`src/design/rmr_pkg.sv`:
```
// Register bank package: offsets, field positions, reset values, mode codes.
// Assumes an 8-bit register space reached as 32-bit Avalon words (byte address = 4 * index).
package rmr_pkg;
  localparam int unsigned AW = 7;
  localparam logic [6:0] IDX_DATA_BUF = 7'h00;
  localparam logic [6:0] IDX_OP_MODE = 7'h01;
  localparam logic [6:0] IDX_RSVD_FIRST = 7'h02;
  localparam logic [6:0] IDX_RSVD_LAST = 7'h05;
  localparam logic [6:0] IDX_FREQ_HIGH = 7'h06;
  localparam logic [6:0] IDX_FREQ_MID = 7'h07;
  localparam logic [6:0] IDX_FREQ_LOW = 7'h08;
  localparam logic [6:0] IDX_SHARED_FIRST = 7'h0d;
  localparam logic [6:0] IDX_SHARED_LAST = 7'h3f;
  localparam logic [6:0] IDX_SYNTH_BW = 7'h5c;
  localparam logic [6:0] IDX_LOW_NOISE_BW = 7'h5e;
  localparam logic [6:0] IDX_CAL_TEMP = 7'h6c;
  localparam logic [6:0] IDX_BITRATE_FRAC = 7'h70;
  localparam int unsigned POS_FAMILY = 7;
  localparam int unsigned POS_SHARED = 6;
  localparam int unsigned POS_BW_HI = 7;
  localparam int unsigned POS_BW_LO = 6;
  localparam logic [7:0] RST_DATA_BUF = 8'h00;
  localparam logic [7:0] RST_FREQ_HIGH = 8'he4;
  localparam logic [7:0] RST_FREQ_MID = 8'hc0;
  localparam logic [7:0] RST_FREQ_LOW = 8'h00;
  localparam logic [1:0] RST_LOOP_BW = 2'h3;
  localparam logic [5:0] RST_BW_RSVD = 6'h10;
  localparam logic [7:0] RST_CAL_TEMP = 8'h00;
  localparam logic [3:0] RST_FRAC = 4'h0;
  localparam int unsigned FRAC_DEN = 16;
  localparam int unsigned FREQ_SHIFT = 19;
  localparam int unsigned BUF_DEPTH = 64;
  typedef enum logic [2:0] {
    MODE_SLEEP = 3'h0,
    MODE_STANDBY = 3'h1,
    MODE_TX_SYNTH = 3'h2,
    MODE_TX = 3'h3,
    MODE_RX_SYNTH = 3'h4,
    MODE_RX_CONT = 3'h5,
    MODE_RX_SINGLE = 3'h6,
    MODE_CAD = 3'h7
  } rmr_mode_t;
  localparam rmr_mode_t RST_MODE = MODE_STANDBY;
  typedef enum logic [2:0] {
    BUS_IDLE = 3'b001,
    BUS_ACK = 3'b010,
    BUS_RELEASE = 3'b100
  } rmr_bus_e;
endpackage

```
`src/design/rmr_reset_sync.sv`:
```
// Reset release synchroniser for the register bank.
// Assumes reset_n may drop at any time; release is aligned to clk.
`timescale 1ns/1ps
`default_nettype none
module rmr_reset_sync (
  // Clock and raw reset
  input wire logic clk,
  input wire logic reset_n,
  // Synchronised reset
  output logic rst_sync_n
);
  typedef struct packed {
    logic meta;
    logic sync;
  } rmr_rst_s;
  rmr_rst_s st_ff;
  rmr_rst_s nxt_st;
  always_comb begin
    nxt_st.meta = 1'b1;
    nxt_st.sync = st_ff.meta;
  end
  always_ff @(posedge clk or negedge reset_n) begin
    if (!reset_n) begin
      st_ff <= '0;
    end else begin
      st_ff <= nxt_st;
    end
  end
  assign rst_sync_n = st_ff.sync;
endmodule
`default_nettype wire

```
`src/design/rmr_data_buffer.sv`:
```
// Byte-wide circular data buffer behind the data port.
// Assumes the caller gates pushes and pops; clear empties it in one cycle.
`timescale 1ns/1ps
`default_nettype none
module rmr_data_buffer #(
  parameter int unsigned DEPTH = 64
) (
  // Clock and reset
  input wire logic clk,
  input wire logic rst_n,
  // Control
  input wire logic clear,
  input wire logic push,
  input wire logic [7:0] push_data,
  input wire logic pop,
  // Status and data
  output logic [7:0] head_data,
  output logic empty,
  output logic full
);
  localparam int unsigned PW = $clog2(DEPTH);
  typedef struct packed {
    logic [PW-1:0] wr;
    logic [PW-1:0] rd;
    logic [PW:0] cnt;
  } rmr_buf_s;
  rmr_buf_s st_ff;
  rmr_buf_s nxt_st;
  logic [7:0] mem [DEPTH];
  logic do_push;
  logic do_pop;
  assign empty = (st_ff.cnt == '0);
  assign full = (st_ff.cnt == (PW+1)'(DEPTH));
  assign do_push = push && !full && !clear;
  assign do_pop = pop && !empty && !clear;
  assign head_data = empty ? 8'h00 : mem[st_ff.rd];
  always_comb begin
    nxt_st = st_ff;
    if (clear) begin
      nxt_st = '0;
    end else begin
      if (do_push) begin
        nxt_st.wr = st_ff.wr + 1'b1;
      end
      if (do_pop) begin
        nxt_st.rd = st_ff.rd + 1'b1;
      end
      if (do_push && !do_pop) begin
        nxt_st.cnt = st_ff.cnt + 1'b1;
      end else if (do_pop && !do_push) begin
        nxt_st.cnt = st_ff.cnt - 1'b1;
      end
    end
  end
  always_ff @(posedge clk or negedge rst_n) begin
    if (!rst_n) begin
      st_ff <= '0;
    end else begin
      st_ff <= nxt_st;
    end
  end
  // Storage has no reset; contents are invalid until pushed
  always_ff @(posedge clk) begin
    if (do_push) begin
      mem[st_ff.wr] <= push_data;
    end
  end
endmodule
`default_nettype wire

```
`src/design/rmr_register_bank.sv`:
```
// Radio mode register bank: modem family, operating mode, page switching,
// data port, carrier word, loop bandwidths, calibration temperature, bit-rate fraction.
// Assumes an Avalon-MM master with waitrequest on clk; the modem core supplies
// the temperature capture strobe and reads the configuration outputs.
//
// The Avalon-MM interface to the registers was left to the implementer.
`timescale 1ns/1ps
`default_nettype none
module rmr_register_bank
  import rmr_pkg::*;
#(
  parameter int unsigned BUF_DEPTH_P = rmr_pkg::BUF_DEPTH
) (
  // Clock and reset
  input wire logic clk,
  input wire logic reset_n,
  // Avalon-MM slave
  input wire logic [8:0] avs_address,
  input wire logic avs_read,
  input wire logic avs_write,
  input wire logic [31:0] avs_writedata,
  input wire logic [3:0] avs_byteenable,
  output logic [31:0] avs_readdata,
  output logic avs_waitrequest,
  output logic [1:0] avs_response,
  // Modem core side
  input wire logic cal_done,
  input wire logic [7:0] cal_temp_in,
  output logic modem_family_select,
  output logic shared_page_select,
  output logic [2:0] device_mode,
  output logic mode_trigger,
  output logic [23:0] carrier_freq_word,
  output logic freq_change_blocked,
  output logic [1:0] loop_bw_select,
  output logic [1:0] low_noise_bw_select,
  output logic [3:0] divider_fraction,
  output logic fraction_active
);
  import rmr_pkg::*;

  typedef struct packed {
    rmr_bus_e bus;
    logic [31:0] rdata;
    logic [1:0] resp;
    logic family;
    logic shared;
    logic [2:0] mode;
    logic trig;
    logic [7:0] freq_high;
    logic [7:0] freq_mid;
    logic [7:0] freq_low;
    logic [7:0] synth_bw;
    logic [7:0] low_noise_bw;
    logic [7:0] cal_temp;
    logic [3:0] frac;
    logic [7:0] kfifo;
  } rmr_state_s;

  rmr_state_s st_ff;
  rmr_state_s nxt_st;
  logic rst_n;
  logic [6:0] idx;
  logic word_ok;
  logic wr_lane;
  logic [7:0] wbyte;
  logic in_sleep;
  logic keying_page;
  logic idx_common;
  logic idx_shared;
  logic buf_push;
  logic buf_pop;
  logic buf_clear;
  logic [7:0] buf_head;
  logic buf_empty;
  logic buf_full;
  logic access;
  logic [7:0] rbyte;
  logic hit;

  rmr_reset_sync u_reset_sync (
    .clk(clk),
    .reset_n(reset_n),
    .rst_sync_n(rst_n)
  );

  // Decode: byte address is four times the register index
  assign idx = avs_address[8:2];
  assign word_ok = (avs_address[1:0] == 2'b00);
  assign wr_lane = avs_byteenable[0];
  assign wbyte = avs_writedata[7:0];
  assign in_sleep = (st_ff.mode == MODE_SLEEP);
  assign access = (avs_read || avs_write) && (st_ff.bus == BUS_IDLE) && word_ok;
  // Keying page visible when keying family, or long-range with shared page set for indexes 0x0d to 0x3f only
  assign idx_shared = (idx >= IDX_SHARED_FIRST) && (idx <= IDX_SHARED_LAST);
  assign keying_page = !st_ff.family || (st_ff.shared && idx_shared);
  assign idx_common = (idx < IDX_SHARED_FIRST);

  // Data port: inert and held empty while sleeping
  assign buf_clear = in_sleep;
  assign buf_push = access && avs_write && wr_lane && idx == IDX_DATA_BUF && !in_sleep;
  assign buf_pop = access && avs_read && idx == IDX_DATA_BUF && !in_sleep;

  rmr_data_buffer #(
    .DEPTH(BUF_DEPTH_P)
  ) u_data_buffer (
    .clk(clk),
    .rst_n(rst_n),
    .clear(buf_clear),
    .push(buf_push),
    .push_data(wbyte),
    .pop(buf_pop),
    .head_data(buf_head),
    .empty(buf_empty),
    .full(buf_full)
  );

  // Read mux
  always_comb begin
    rbyte = 8'h00;
    hit = 1'b1;
    if (idx_common) begin
      unique case (idx)
        IDX_DATA_BUF: rbyte = in_sleep ? 8'h00 : buf_head;
        IDX_OP_MODE: rbyte = {st_ff.family, st_ff.shared, 3'b000, st_ff.mode};
        IDX_FREQ_HIGH: rbyte = st_ff.freq_high;
        IDX_FREQ_MID: rbyte = st_ff.freq_mid;
        IDX_FREQ_LOW: rbyte = st_ff.freq_low;
        default: rbyte = 8'h00;
      endcase
    end else if (keying_page) begin
      unique case (idx)
        IDX_SYNTH_BW: rbyte = st_ff.synth_bw;
        IDX_LOW_NOISE_BW: rbyte = st_ff.low_noise_bw;
        IDX_CAL_TEMP: rbyte = st_ff.cal_temp;
        IDX_BITRATE_FRAC: rbyte = {4'h0, st_ff.frac};
        default: begin
          rbyte = 8'h00;
          hit = 1'b0;
        end
      endcase
    end else begin
      // Long-range page holds no registers in this bank
      hit = 1'b0;
    end
  end

  always_comb begin
    nxt_st = st_ff;
    nxt_st.trig = 1'b0;
    unique case (st_ff.bus)
      BUS_IDLE: begin
        if ((avs_read || avs_write) && !word_ok) begin
          nxt_st.bus = BUS_ACK;
          nxt_st.rdata = 32'h0000_0000;
          nxt_st.resp = 2'b10;
        end else if (access) begin
          nxt_st.bus = BUS_ACK;
          nxt_st.rdata = {24'h00_0000, rbyte};
          nxt_st.resp = hit ? 2'b00 : 2'b11;
        end
      end
      BUS_ACK: begin
        nxt_st.bus = BUS_RELEASE;
      end
      BUS_RELEASE: begin
        nxt_st.bus = BUS_IDLE;
      end
      default: nxt_st.bus = BUS_IDLE;
    endcase

    if (access && avs_write && wr_lane) begin
      if (idx_common) begin
        unique case (idx)
          IDX_OP_MODE: begin
            if (in_sleep) begin
              nxt_st.family = wbyte[POS_FAMILY];
            end
            nxt_st.shared = wbyte[POS_SHARED];
            nxt_st.mode = wbyte[2:0];
            nxt_st.trig = 1'b1;
          end
          IDX_FREQ_HIGH: nxt_st.freq_high = wbyte;
          IDX_FREQ_MID: nxt_st.freq_mid = wbyte;
          IDX_FREQ_LOW: nxt_st.freq_low = wbyte;
          default: nxt_st.freq_low = st_ff.freq_low;
        endcase
      end else if (keying_page) begin
        unique case (idx)
          IDX_SYNTH_BW: nxt_st.synth_bw = wbyte;
          IDX_LOW_NOISE_BW: nxt_st.low_noise_bw = wbyte;
          IDX_CAL_TEMP: nxt_st.cal_temp = wbyte;
          IDX_BITRATE_FRAC: nxt_st.frac = wbyte[3:0];
          default: nxt_st.frac = st_ff.frac;
        endcase
      end
    end
    // Hardware capture wins over a software write in the same cycle
    if (cal_done) begin
      nxt_st.cal_temp = cal_temp_in;
    end
    nxt_st.kfifo = {7'h00, buf_full};
  end

  always_ff @(posedge clk or negedge rst_n) begin
    if (!rst_n) begin
      st_ff.bus <= BUS_IDLE;
      st_ff.rdata <= 32'h0000_0000;
      st_ff.resp <= 2'b00;
      st_ff.family <= 1'b0;
      st_ff.shared <= 1'b0;
      st_ff.mode <= RST_MODE;
      st_ff.trig <= 1'b0;
      st_ff.freq_high <= RST_FREQ_HIGH;
      st_ff.freq_mid <= RST_FREQ_MID;
      st_ff.freq_low <= RST_FREQ_LOW;
      st_ff.synth_bw <= {RST_LOOP_BW, RST_BW_RSVD};
      st_ff.low_noise_bw <= {RST_LOOP_BW, RST_BW_RSVD};
      st_ff.cal_temp <= RST_CAL_TEMP;
      st_ff.frac <= RST_FRAC;
      st_ff.kfifo <= 8'h00;
    end else begin
      st_ff <= nxt_st;
    end
  end

  // Bus answers one cycle after the request is first seen
  assign avs_waitrequest = (avs_read || avs_write) && (st_ff.bus != BUS_ACK);
  assign avs_readdata = st_ff.rdata;
  assign avs_response = st_ff.resp;

  assign modem_family_select = st_ff.family;
  assign shared_page_select = st_ff.shared;
  assign device_mode = st_ff.mode;
  assign mode_trigger = st_ff.trig;
  assign carrier_freq_word = {st_ff.freq_high, st_ff.freq_mid, st_ff.freq_low};
  // Flags a carrier word that may be changing outside sleep or standby
  assign freq_change_blocked = !(st_ff.mode == MODE_SLEEP || st_ff.mode == MODE_STANDBY);
  assign loop_bw_select = st_ff.synth_bw[POS_BW_HI:POS_BW_LO];
  assign low_noise_bw_select = st_ff.low_noise_bw[POS_BW_HI:POS_BW_LO];
  assign divider_fraction = st_ff.frac;
  // Fraction used only in keying family and when nonzero
  assign fraction_active = !st_ff.family && (st_ff.frac != 4'h0);
endmodule
`default_nettype wire

```
`config.mk`:
```
export PLATFORM = sky130hd
export DESIGN_NAME = rmr_register_bank
export DESIGN_NICKNAME = d
export VERILOG_FILES = /design/src/design/rmr_pkg.sv /design/src/design/rmr_reset_sync.sv /design/src/design/rmr_data_buffer.sv /design/src/design/rmr_register_bank.sv
export SDC_FILE = /design/constraint.sdc
export NUM_CORES = 1
export LEC_CHECK = 0
export BUFFER_PORTS_ARGS = -buffer_cell sky130_fd_sc_hd__buf_2
export CAP_MARGIN = 20
export CORE_AREA = 3 3 295 297
export DETAILED_ROUTE_END_ITERATION = 8
export DIE_AREA = 0 0 298 300
export GPL_TIMING_DRIVEN = 0
export PLACE_DENSITY = 0.43
export SKIP_CTS_REPAIR_TIMING = 1
export SLEW_MARGIN = 20
export SYNTH_ARGS = -nofsm -noshare
export SYNTH_HDL_FRONTEND = slang
export SYNTH_HIERARCHICAL = 1
export SYNTH_SLANG_ARGS = --single-unit
```
`constraint.sdc`:
```
create_clock -name clk -period 3.8 [get_ports clk]
set_input_delay 0.76 -clock clk [delete_from_list [all_inputs] [get_ports clk]]
set_output_delay 0.76 -clock clk [all_outputs]
set_load 0.01 [all_outputs]
```
==> results of run 1 <==
[cells in the final DEF, fill, tap and decap left out, drive strengths merged, types with 5 or more instances in the layout]
master and instances:
a32o 5, nor2 100, mux2 53, nand3 19
o22a 5, nand3b 8, clkbuf 115, clkinv 23
and3 6, dfrtp 78, edfxtp 512, nand2 56
conb 25, inv 16, a22oi 17, nor3b 6
a21oi 16, ha 8, nor4 6, xnor2 6
dfstp 14, nand2b 8, or3 6, a32oi 6
buf 213, nor3 15, nor2b 11, mux4 124
o31ai 12, o22ai 21, o21ai 45, xor2 6
mux2i 44
[routing by layer]
layer | vias to the layer above | routed length, um
li1 | 6015 | -
met3 | 99 | 3520
met2 | 392 | 33700
met1 | 7389 | 32300
met5 | - | 0
met4 | 0 | 1660
[state kept, by name, summed over array words and instances (netlist names), 2 cells and up]
register,cells
u_data_buffer/mem,512
u_data_buffer/st_ff,19
avs_readdata,8
loop_bw_select,2
divider_fraction,4
carrier_freq_word,24
st_ff,23
low_noise_bw_select,2
avs_response,2
device_mode,3
[report_power, final]
| group | switching [uW] | internal (uW) | total (uW) |
|---|---|---|---|
| Clock | 2610 | 3710 | 6330 |
| Combinational | 260 | 114 | 374 |
| Sequential | 29.6 | 7230 | 7260 |
[worst reg2reg max path: stages (launching register included)]
cell and delay, ps:
dfrtp_1 390, or2_2 170, nor2_1 100, nor4b_4 320, nand3_2 150, nor2_4 150, inv_1 90, a31o_2 280
nor2_4 200, nand3b_1 720, nor2_2 760
[through the flow]
stage | util, % | instances | setup WS, ps | total power [uW] | TNS [ps]
floorplan | - | 1454 | 15.6 | 7550 | 0
global placement | 32.2 | 2679 | -1600 | 7750 | -449150
detailed placement | 32.4 | 2688 | -1120 | 7780 | -419050
CTS | 34.9 | 2810 | -818 | 14200 | -248420
global route | 35.2 | 2818 | -91.8 | 14500 | -3130
finish | 35.2 | 2819 | 78.0 | 14000 | 0
[cell type report]
class	count	area (um2)
Antenna cell	1	2.50
Inverter	12	45.0
Clock inverter	31	263
Tap cell	1144	1430
Multi-Input combinational cell	698	6950
Buffer	138	943
Clock buffer	91	1860
Sequential cell	604	17700
Fill cell	8148	55000
Timing Repair Buffer	100	683
[worst min path at each step]
stage / slack [ps] / end / startpoint
after floorplan: 330 / u_reset_sync/rst_sync_n$_DFF_PN0_ / u_reset_sync/nxt_st[0]$_DFF_PN0_
after global placement: 340 / u_reset_sync/rst_sync_n$_DFF_PN0_ / u_reset_sync/nxt_st[0]$_DFF_PN0_
after global routing: 360 / st_ff[18]$_DFFE_PN0P_ / cal_temp_in[6]
after CTS: -120 / u_reset_sync/rst_sync_n$_DFF_PN0_ / reset_n
final: 350 / st_ff[12]$_DFFE_PN0P_ / u_reset_sync/rst_sync_n$_DFF_PN0_
after detailed placement: 340 / u_reset_sync/rst_sync_n$_DFF_PN0_ / u_reset_sync/nxt_st[0]$_DFF_PN0_
==> results.sh, run 1 <==
export IMPL_post_drt_wl_per_cell_um=25.3
export IMPL_hold_viol=0
export IMPL_grt_pass1_vias=14200
export IMPL_dr_first_iter_drc_count=1141
export IMPL_design_area_um2=29900
export IMPL_p_leak_uw=0.0102
export IMPL_rrSetupSlack_ps=80
export IMPL_cts_clk_slew_worst_paths_ps=60
export IMPL_rsz0062_at_grt="true"
export IMPL_vias_per_cell=4.93
export IMPL_dr_pass1_iters=5
export IMPL_arrival_ps=3940
export IMPL_ioPinCount=133
export IMPL_gp_congestion=0.809
export IMPL_worstSetupStartpointType="register"
export IMPL_path_depth=10
export IMPL_cts_buffers=68
export IMPL_rows=107
export IMPL_grt_util_met1_pct=22.2
export IMPL_dp_hpwl_um=48000
export IMPL_numPortBuffers=81
export IMPL_timing_final_crit_period_ps=3720
export IMPL_reg2reg_from="device_mode[2]$_DFFE_PN0P_"
export IMPL_die_w_um=298
export IMPL_routed_wl_um=71200
export IMPL_hold_class="reg2async"
export IMPL_cp_common_cell="nor2_4"
export IMPL_cp_data_required_time_ps=4020
export IMPL_grt_pass1_wl_um=103000
export IMPL_syn_area_per_cell_um2=17.7
export IMPL_grt_ovfl_total=0
export IMPL_place_area_um2=27500
export IMPL_criticalPathCategory="reg2reg"
export IMPL_ir_drop_v=0.000282
export IMPL_dieArea_um2=89400
export IMPL_critical_path_max_stage_delay_ps=740
export IMPL_crit_chain="or2_2 > nor2_1 > nor4b_4 > nand3_2 > nor2_4 > inv_1 > a31o_2 > nor2_4 > nand3b_1 > nor2_2"
export IMPL_clkSinkCount=604
export IMPL_post_route_period_util_pct=97.9
export IMPL_worst_slew_pin_slew_ps=1050
export IMPL_clock_skew_ps=31.5
export IMPL_grt_use_met2_pct=25.5
export IMPL_setup_viol=0
export IMPL_cp_top_family="simple AND/OR/NAND/NOR gates"
export IMPL_grt_max_degree=72
export IMPL_busiest_layer="met2"
export IMPL_crit_path_start="device_mode[2]$_DFFE_PN0P_"
export IMPL_fmax_ghz=0.269
export IMPL_area_growth_pct=18.0
export IMPL_mappedNetlistArea_um2=25300
export IMPL_drive_gt1_share_pct=30.2
export IMPL_cts_tree="done"
export IMPL_htreeDepth=3
export IMPL_finalMaxSlewViolations=0
export IMPL_ant_nets=0
export IMPL_grt_use_total_pct=15.9
export IMPL_crit_fanout=8
export IMPL_synthCells=1431
export IMPL_powerDensity_nw_per_um2=467
export IMPL_crit_slowest_cell="nor2_2"
export IMPL_drc=0
export IMPL_rr_worst_depth=10
export IMPL_r2r_end="u_data_buffer/mem[56][0]$_DFFE_PP_"
export IMPL_die_y_um=300
export IMPL_endpoint_kind="register"
export IMPL_relSlewSlack_pct=29.6
export IMPL_start_util_pct=29.8
export IMPL_core_area_um2=84900
export IMPL_critPathBufInv=1
export IMPL_clk_latency_ps=600
export IMPL_crit_end="u_data_buffer/mem[56][0]$_DFFE_PP_"
export IMPL_ys_warn_count=6
export IMPL_vias=13900
export IMPL_whs_ps=347
export IMPL_grt_use_met3_pct=2.82
export IMPL_cts_root_buffer="clkbuf_16"
export IMPL_antenna_found_initial=1
export IMPL_final_nets=1689
export IMPL_clk_path_buf_depth=3
export IMPL_drv_cap=0
export IMPL_status="finished, final reports clean"
Power figures use the tool's default switching activity.
==> run 2: changes to the inputs <==
--- a/config.mk
+++ b/config.mk
@@ -10,8 +10,7 @@
 export CORE_AREA = 3 3 295 297
 export DETAILED_ROUTE_END_ITERATION = 8
 export DIE_AREA = 0 0 298 300
-export GPL_TIMING_DRIVEN = 0
-export PLACE_DENSITY = 0.43
+export PLACE_DENSITY = 0.54
 export SKIP_CTS_REPAIR_TIMING = 1
 export SLEW_MARGIN = 20
 export SYNTH_ARGS = -nofsm -noshare
==> run 2 against run 1 <==
Compared with the run above: via count down 1.2%; clock power is 3.6% lower; maximum frequency up 8.7%; critical path type unchanged.
==> results.sh, run 2 (synthesis results as in run 1) <==
export IMPL_status="finished, final reports clean"
export IMPL_rows=107
export IMPL_clkSinkCount=604
export IMPL_dieArea_um2=89400
export IMPL_worstSetupStartpointType="register"
export IMPL_criticalPathCategory="reg2reg"
export IMPL_busiest_layer="met2"
export IMPL_grt_util_met1_pct=19.0
export IMPL_dr_first_iter_drc_count=1168
export IMPL_largest_register_ff_count=512
export IMPL_cp_data_required_time_ps=4280
export IMPL_worst_slew_pin_slew_ps=961
export IMPL_finalMaxSlewViolations=0
export IMPL_area_growth_pct=16.5
export IMPL_final_util_pct=34.7
export IMPL_gp_congestion=0.812
export IMPL_die_w_um=298
export IMPL_hold_viol=0
export IMPL_grt_ovfl_total=0
export IMPL_cts_buffers=67
export IMPL_clk_latency_ps=590
export IMPL_rsz0062_at_grt="false"
export IMPL_layout_cells_most_common="edfxtp_1"
export IMPL_dp_hpwl_um=41800
export IMPL_ant_nets=0
export IMPL_cts_clk_slew_worst_paths_ps=60
export IMPL_clk_path_buf_depth=3
export IMPL_htreeDepth=3
export IMPL_grt_max_degree=60
export IMPL_endpoint_kind="register"
export IMPL_grt_pass1_vias=14200
export IMPL_timing_final_crit_period_ps=3420
export IMPL_crit_fanout=5
export IMPL_cts_tree="done"
export IMPL_grt_use_total_pct=14.0
export IMPL_critical_path_max_stage_delay_ps=580
export IMPL_rr_worst_depth=15
export IMPL_regMostFlops="u_data_buffer/mem"
export IMPL_dp_cells=2674
export IMPL_drive_gt1_share_pct=29.0
export IMPL_holdPathStages=0
export IMPL_final_nets=1667
export IMPL_instances_no_fill=2795
export IMPL_numPortBuffers=81
export IMPL_grt_use_met2_pct=22.9
export IMPL_pre_cts_slack_ps=-2.98
export IMPL_ioPinCount=133
export IMPL_vias=13700
export IMPL_ir_drop_v=0.000312
export IMPL_post_drt_wl_per_cell_um=22.5
export IMPL_fin_total_pwr_uw=13700
export IMPL_start_util_pct=29.8
export IMPL_relSlewSlack_pct=35.9
export IMPL_routed_wl_um=62800
export IMPL_setup_ws_ps=375
export IMPL_clock_skew_ps=22.1
export IMPL_crit_chain="nor2_2 > nor4b_4 > nand3_1 > nor2_1 > inv_1 > a31o_2 > nor2_4 > ha_4 > inv_2 > ha_4 > nor2b_1 > o21a_1 > o21a_1 > o211ai_1 > mux2_2"
export IMPL_fmax_ghz=0.292
export IMPL_antenna_found_initial=2
export IMPL_grt_use_met3_pct=3.26
export IMPL_die_y_um=300
export IMPL_dr_pass1_iters=5
export IMPL_core_area_um2=84900
export IMPL_drc=0
export IMPL_p_leak_uw=0.0101
export IMPL_crit_slowest_cell="dfstp_2"
export IMPL_most_common_layout_cells="edfxtp_1 (512), buf_4 (135), mux4_2 (113)"
export IMPL_post_route_period_util_pct=90.1
export IMPL_vias_per_cell=4.91
export IMPL_drv_cap=0
export IMPL_grt_pass1_wl_um=94100
export IMPL_hold_class="reg2reg"
export IMPL_setup_viol=0
export IMPL_arrival_ps=3900
export IMPL_whs_ps=359
export IMPL_powerDensity_nw_per_um2=464
export IMPL_cts_root_buffer="clkbuf_16"
[run 2: cell types whose count changed in the layout (fill, tap and decap cells not counted), sizes merged]
cell      change
clkinvlp      +4
bufinv        -2
inv           -2
buf           +3
clkbuf       -31
diode         +4
[run 2: layout make-up]
cell class / instances / area (um2)
Fill cell: 8059 / 55400
Sequential cell: 604 / 17700
Tap cell: 1144 / 1430
Timing Repair Buffer: 217 / 1460
Clock buffer: 84 / 1860
Multi-Input combinational cell: 698 / 6780
Clock inverter: 31 / 206
Inverter: 12 / 45.0
Antenna cell: 5 / 12.5
[run 2: metal layers]
metal	wire (um)	vias to the layer above
li1	-	5952
met1	26700	7207
met2	30200	474
met3	4460	97
met4	1380	2
met5	13	-
[run 2: final timing paths]
| kind | start | endpoint | slack [ps] |
|---|---|---|---|
| max | device_mode[0]$_DFFE_PN1P_ | u_data_buffer/st_ff[6]$_DFFE_PN0P_ | 380 |
| min | u_reset_sync/nxt_st[0]$_DFF_PN0_ | u_reset_sync/rst_sync_n$_DFF_PN0_ | 360 |
| max reg2reg | device_mode[0]$_DFFE_PN1P_ | u_data_buffer/st_ff[6]$_DFFE_PN0P_ | 380 |
| min reg2reg | u_reset_sync/nxt_st[0]$_DFF_PN0_ | u_reset_sync/rst_sync_n$_DFF_PN0_ | 360 |
| max in group asynchronous | u_reset_sync/rst_sync_n$_DFF_PN0_ | carrier_freq_word[15]$_DFFE_PN1P_ | 2400 |
| min in group asynchronous | u_reset_sync/rst_sync_n$_DFF_PN0_ | divider_fraction[0]$_DFFE_PN0P_ | 410 |
[run 2: power by group]
| part | leakage, uW | internal (uW) | switching (uW) | total (uW) |
|---|---|---|---|---|
| sequential | 0.00580 | 7230 | 32.9 | 7260 |
| clock | 0.00101 | 3580 | 2520 | 6100 |
| combinational | 0.00326 | 78.4 | 247 | 325 |
[run 2: worst max-delay path, delay by kind of cell, from the launching register on]
family,cells,cell delay (ps)
buf+inv,2,180
flops,1,580
compound gates,4,840
fa+ha+maj,2,390
mux,1,360
simple gates,6,970
[run 2: stage by stage]
step                      TNS, ps  instance area (um2)
after global routing            0                29500
after floorplan                 0                25500
final                           0                29500
after detailed placement    -2.98                27400
after CTS                       0                29500
after global placement          0                27400
==> run 3: changes to the inputs <==
--- a/config.mk
+++ b/config.mk
@@ -7,10 +7,10 @@
 export LEC_CHECK = 0
 export BUFFER_PORTS_ARGS = -buffer_cell sky130_fd_sc_hd__buf_2
 export CAP_MARGIN = 20
-export CORE_AREA = 3 3 295 297
+export CORE_AREA = 3 3 219 221
 export DETAILED_ROUTE_END_ITERATION = 8
-export DIE_AREA = 0 0 298 300
-export PLACE_DENSITY = 0.54
+export DIE_AREA = 0 0 222 224
+export PLACE_DENSITY = 0.84
 export SKIP_CTS_REPAIR_TIMING = 1
 export SLEW_MARGIN = 20
 export SYNTH_ARGS = -nofsm -noshare
==> constraint.sdc (replaced) <==
create_clock -name clk -period 2.94 [get_ports clk]
set_input_delay 0.588 -clock clk [delete_from_list [all_inputs] [get_ports clk]]
set_output_delay 0.588 -clock clk [all_outputs]
set_load 0.01 [all_outputs]
==> run 3 against run 2 <==
Compared with the run above: the run now ends with setup timing left; clock skew is 7.2 ps higher; die area is 44% lower; count of clock-buffer cells in the layout is 10 lower; clock power is 20% higher; maximum frequency is 6.4% higher; critical endpoint unchanged.
==> results.sh, run 3 (synthesis results as in run 1) <==
export IMPL_rr_worst_depth=15
export IMPL_rows=79
export IMPL_rsz0062_at_grt="true"
export IMPL_critical_path_max_stage_delay_ps=530
export IMPL_final_nets=1692
export IMPL_status="finished with violations"
export IMPL_crit_fanout=5
export IMPL_worstSetupStartpointType="register"
export IMPL_cts_clk_slew_worst_paths_ps=60
export IMPL_reg2reg_from="device_mode[0]$_DFFE_PN1P_"
export IMPL_ant_nets=0
export IMPL_dp_hpwl_um=37600
export IMPL_dr_pass1_iters=6
export IMPL_grt_use_total_pct=24.5
export IMPL_dr_first_iter_drc_count=1832
export IMPL_violations="setup timing"
export IMPL_cts_buffers=57
export IMPL_endpoint_kind="register"
export IMPL_fin_total_pwr_uw=17100
export IMPL_htreeDepth=2
export IMPL_p_leak_uw=0.0103
export IMPL_finalMaxSlewViolations=0
export IMPL_area_growth_pct=17.7
export IMPL_clkSinkCount=604
export IMPL_crit_path_start="device_mode[0]$_DFFE_PN1P_"
export IMPL_clk_latency_ps=610
export IMPL_crit_slowest_cell="dfstp_2"
export IMPL_rrSetupSlack_ps=-280
export IMPL_numPortBuffers=81
export IMPL_die_y_um=224
export IMPL_grt_pass1_wl_um=92300
export IMPL_hold_class="in2reg"
export IMPL_core_area_um2=46400
export IMPL_cp_data_required_time_ps=3440
export IMPL_arrival_ps=3720
export IMPL_crit_chain="nor2_2 > nor4b_4 > nand3_2 > nor2_1 > inv_1 > a31o_4 > nor2_4 > ha_4 > inv_4 > ha_4 > nor2b_1 > o21a_1 > o21a_1 > o211ai_1 > mux2_2"
export IMPL_clk_path_buf_depth=3
export IMPL_setup_viol=3
export IMPL_grt_ovfl_total=0
export IMPL_ir_drop_v=0.000467
export IMPL_clock_skew_ps=29.3
export IMPL_post_drt_wl_per_cell_um=26.9
export IMPL_hp_start="cal_temp_in[2]"
export IMPL_grt_max_degree=73
export IMPL_worst_slew_pin_slew_ps=930
export IMPL_powerDensity_nw_per_um2=575
export IMPL_drive_gt1_share_pct=32.9
export IMPL_antenna_found_initial=1
export IMPL_multi_input_area_um2=7090
export IMPL_layout_cells_most_common="edfxtp_1"
export IMPL_hold_viol=0
export IMPL_gp_congestion=0.899
export IMPL_ioPinCount=133
export IMPL_hold_end="st_ff[14]$_DFFE_PN0P_"
export IMPL_fmax_ghz=0.311
export IMPL_regMostFlops="u_data_buffer/mem"
export IMPL_drv_cap=0
export IMPL_cts_root_buffer="clkbuf_16"
export IMPL_relSlewSlack_pct=38.0
export IMPL_fill_cells=2898
export IMPL_criticalPathCategory="reg2reg"
export IMPL_final_util_pct=64.3
export IMPL_holdPathStages=3
export IMPL_vias_per_cell=6.36
export IMPL_grt_pass1_vias=14900
export IMPL_vias=14500
export IMPL_drc=0
export IMPL_setup_ws_ps=-278
export IMPL_timing_final_crit_period_ps=3220
export IMPL_post_route_period_util_pct=109
export IMPL_cts_tree="done"
export IMPL_most_common_layout_cells="edfxtp_1 (512), buf_4 (117), mux4_2 (113)"
export IMPL_routed_wl_um=61200
export IMPL_die_w_um=222
export IMPL_register_area_um2=17700
export IMPL_r2r_end="u_data_buffer/st_ff[6]$_DFFE_PN0P_"
export IMPL_start_util_pct=54.6
export IMPL_largest_register_ff_count=512
export IMPL_dieArea_um2=49700
-- run 3: cell count changes in the layout (fill, tap and decap cells not counted), moves of 4 or more --
cell       before  now
buf_6           0    6
buf_12          2   49
nor2_4          2   26
bufinv_16       2    6
nor2_1         96   59
clkinv_1       13    9
clkbuf_16      71   59
nor2_2          2   15
buf_4         135  117
diode_2         5    1
-- run 3: layer usage --
metal	GRT usage (%)	vias up	part of all wire [%]
li1	-	6022	-
met1	32.2	7402	37
met2	40.4	881	49
met3	4.87	185	9.4
met4	10.5	0	4.4
met5	0	-	0
-- run 3: how the worst max path moves through the flow --
stage | slack (ps) | to
finish | -280 | u_data_buffer/st_ff[6]$_DFFE_PN0P_
global route | -370 | u_data_buffer/st_ff[6]$_DFFE_PN0P_
CTS | -270 | u_data_buffer/st_ff[6]$_DFFE_PN0P_
detailed placement | -460 | u_data_buffer/st_ff[6]$_DFFE_PN0P_
global placement | -420 | u_data_buffer/st_ff[6]$_DFFE_PN0P_
floorplan | -590 | u_data_buffer/st_ff[6]$_DFFE_PN0P_
-- run 3: cell type report --
cell class | instances | area share, %
Multi-Input combinational cell | 698 | 23.8
Sequential cell | 604 | 59.4
Clock inverter | 30 | 1.02
Inverter | 12 | 0.160
Clock buffer | 74 | 5.21
Timing Repair Buffer | 252 | 7.83
Antenna cell | 1 | 0.00840
Tap cell | 607 | 2.55
-- run 3: stage by stage --
step	cell area, um2	setup WS, ps	hold slack, ps	TNS, ps	cells
floorplan	25600	-587	292	-9450	1454
finish	29800	-278	190	-557	2278
global route	29800	-367	217	-4960	2277
CTS	29500	-268	-265	-305	2269
detailed placement	27700	-464	340	-4300	2165
global placement	27700	-420	340	-1970	2165
-- run 3: critical path: cells and delay by family, from the launching register on --
kind,cells,cell delay [ps]
and+or+nand+nor,6,850
AOI/OAI and AO/OA,4,840
DFF,1,530
adders and majority gates,2,390
muxes,1,350
buffers and inverters,2,140
-- run 3: where the power goes --
part	internal [uW]	switching, uW	total (uW)
sequential	9340	38.7	9380
clock	4240	3070	7310
combinational	120	319	439
total	13700	3430	17100
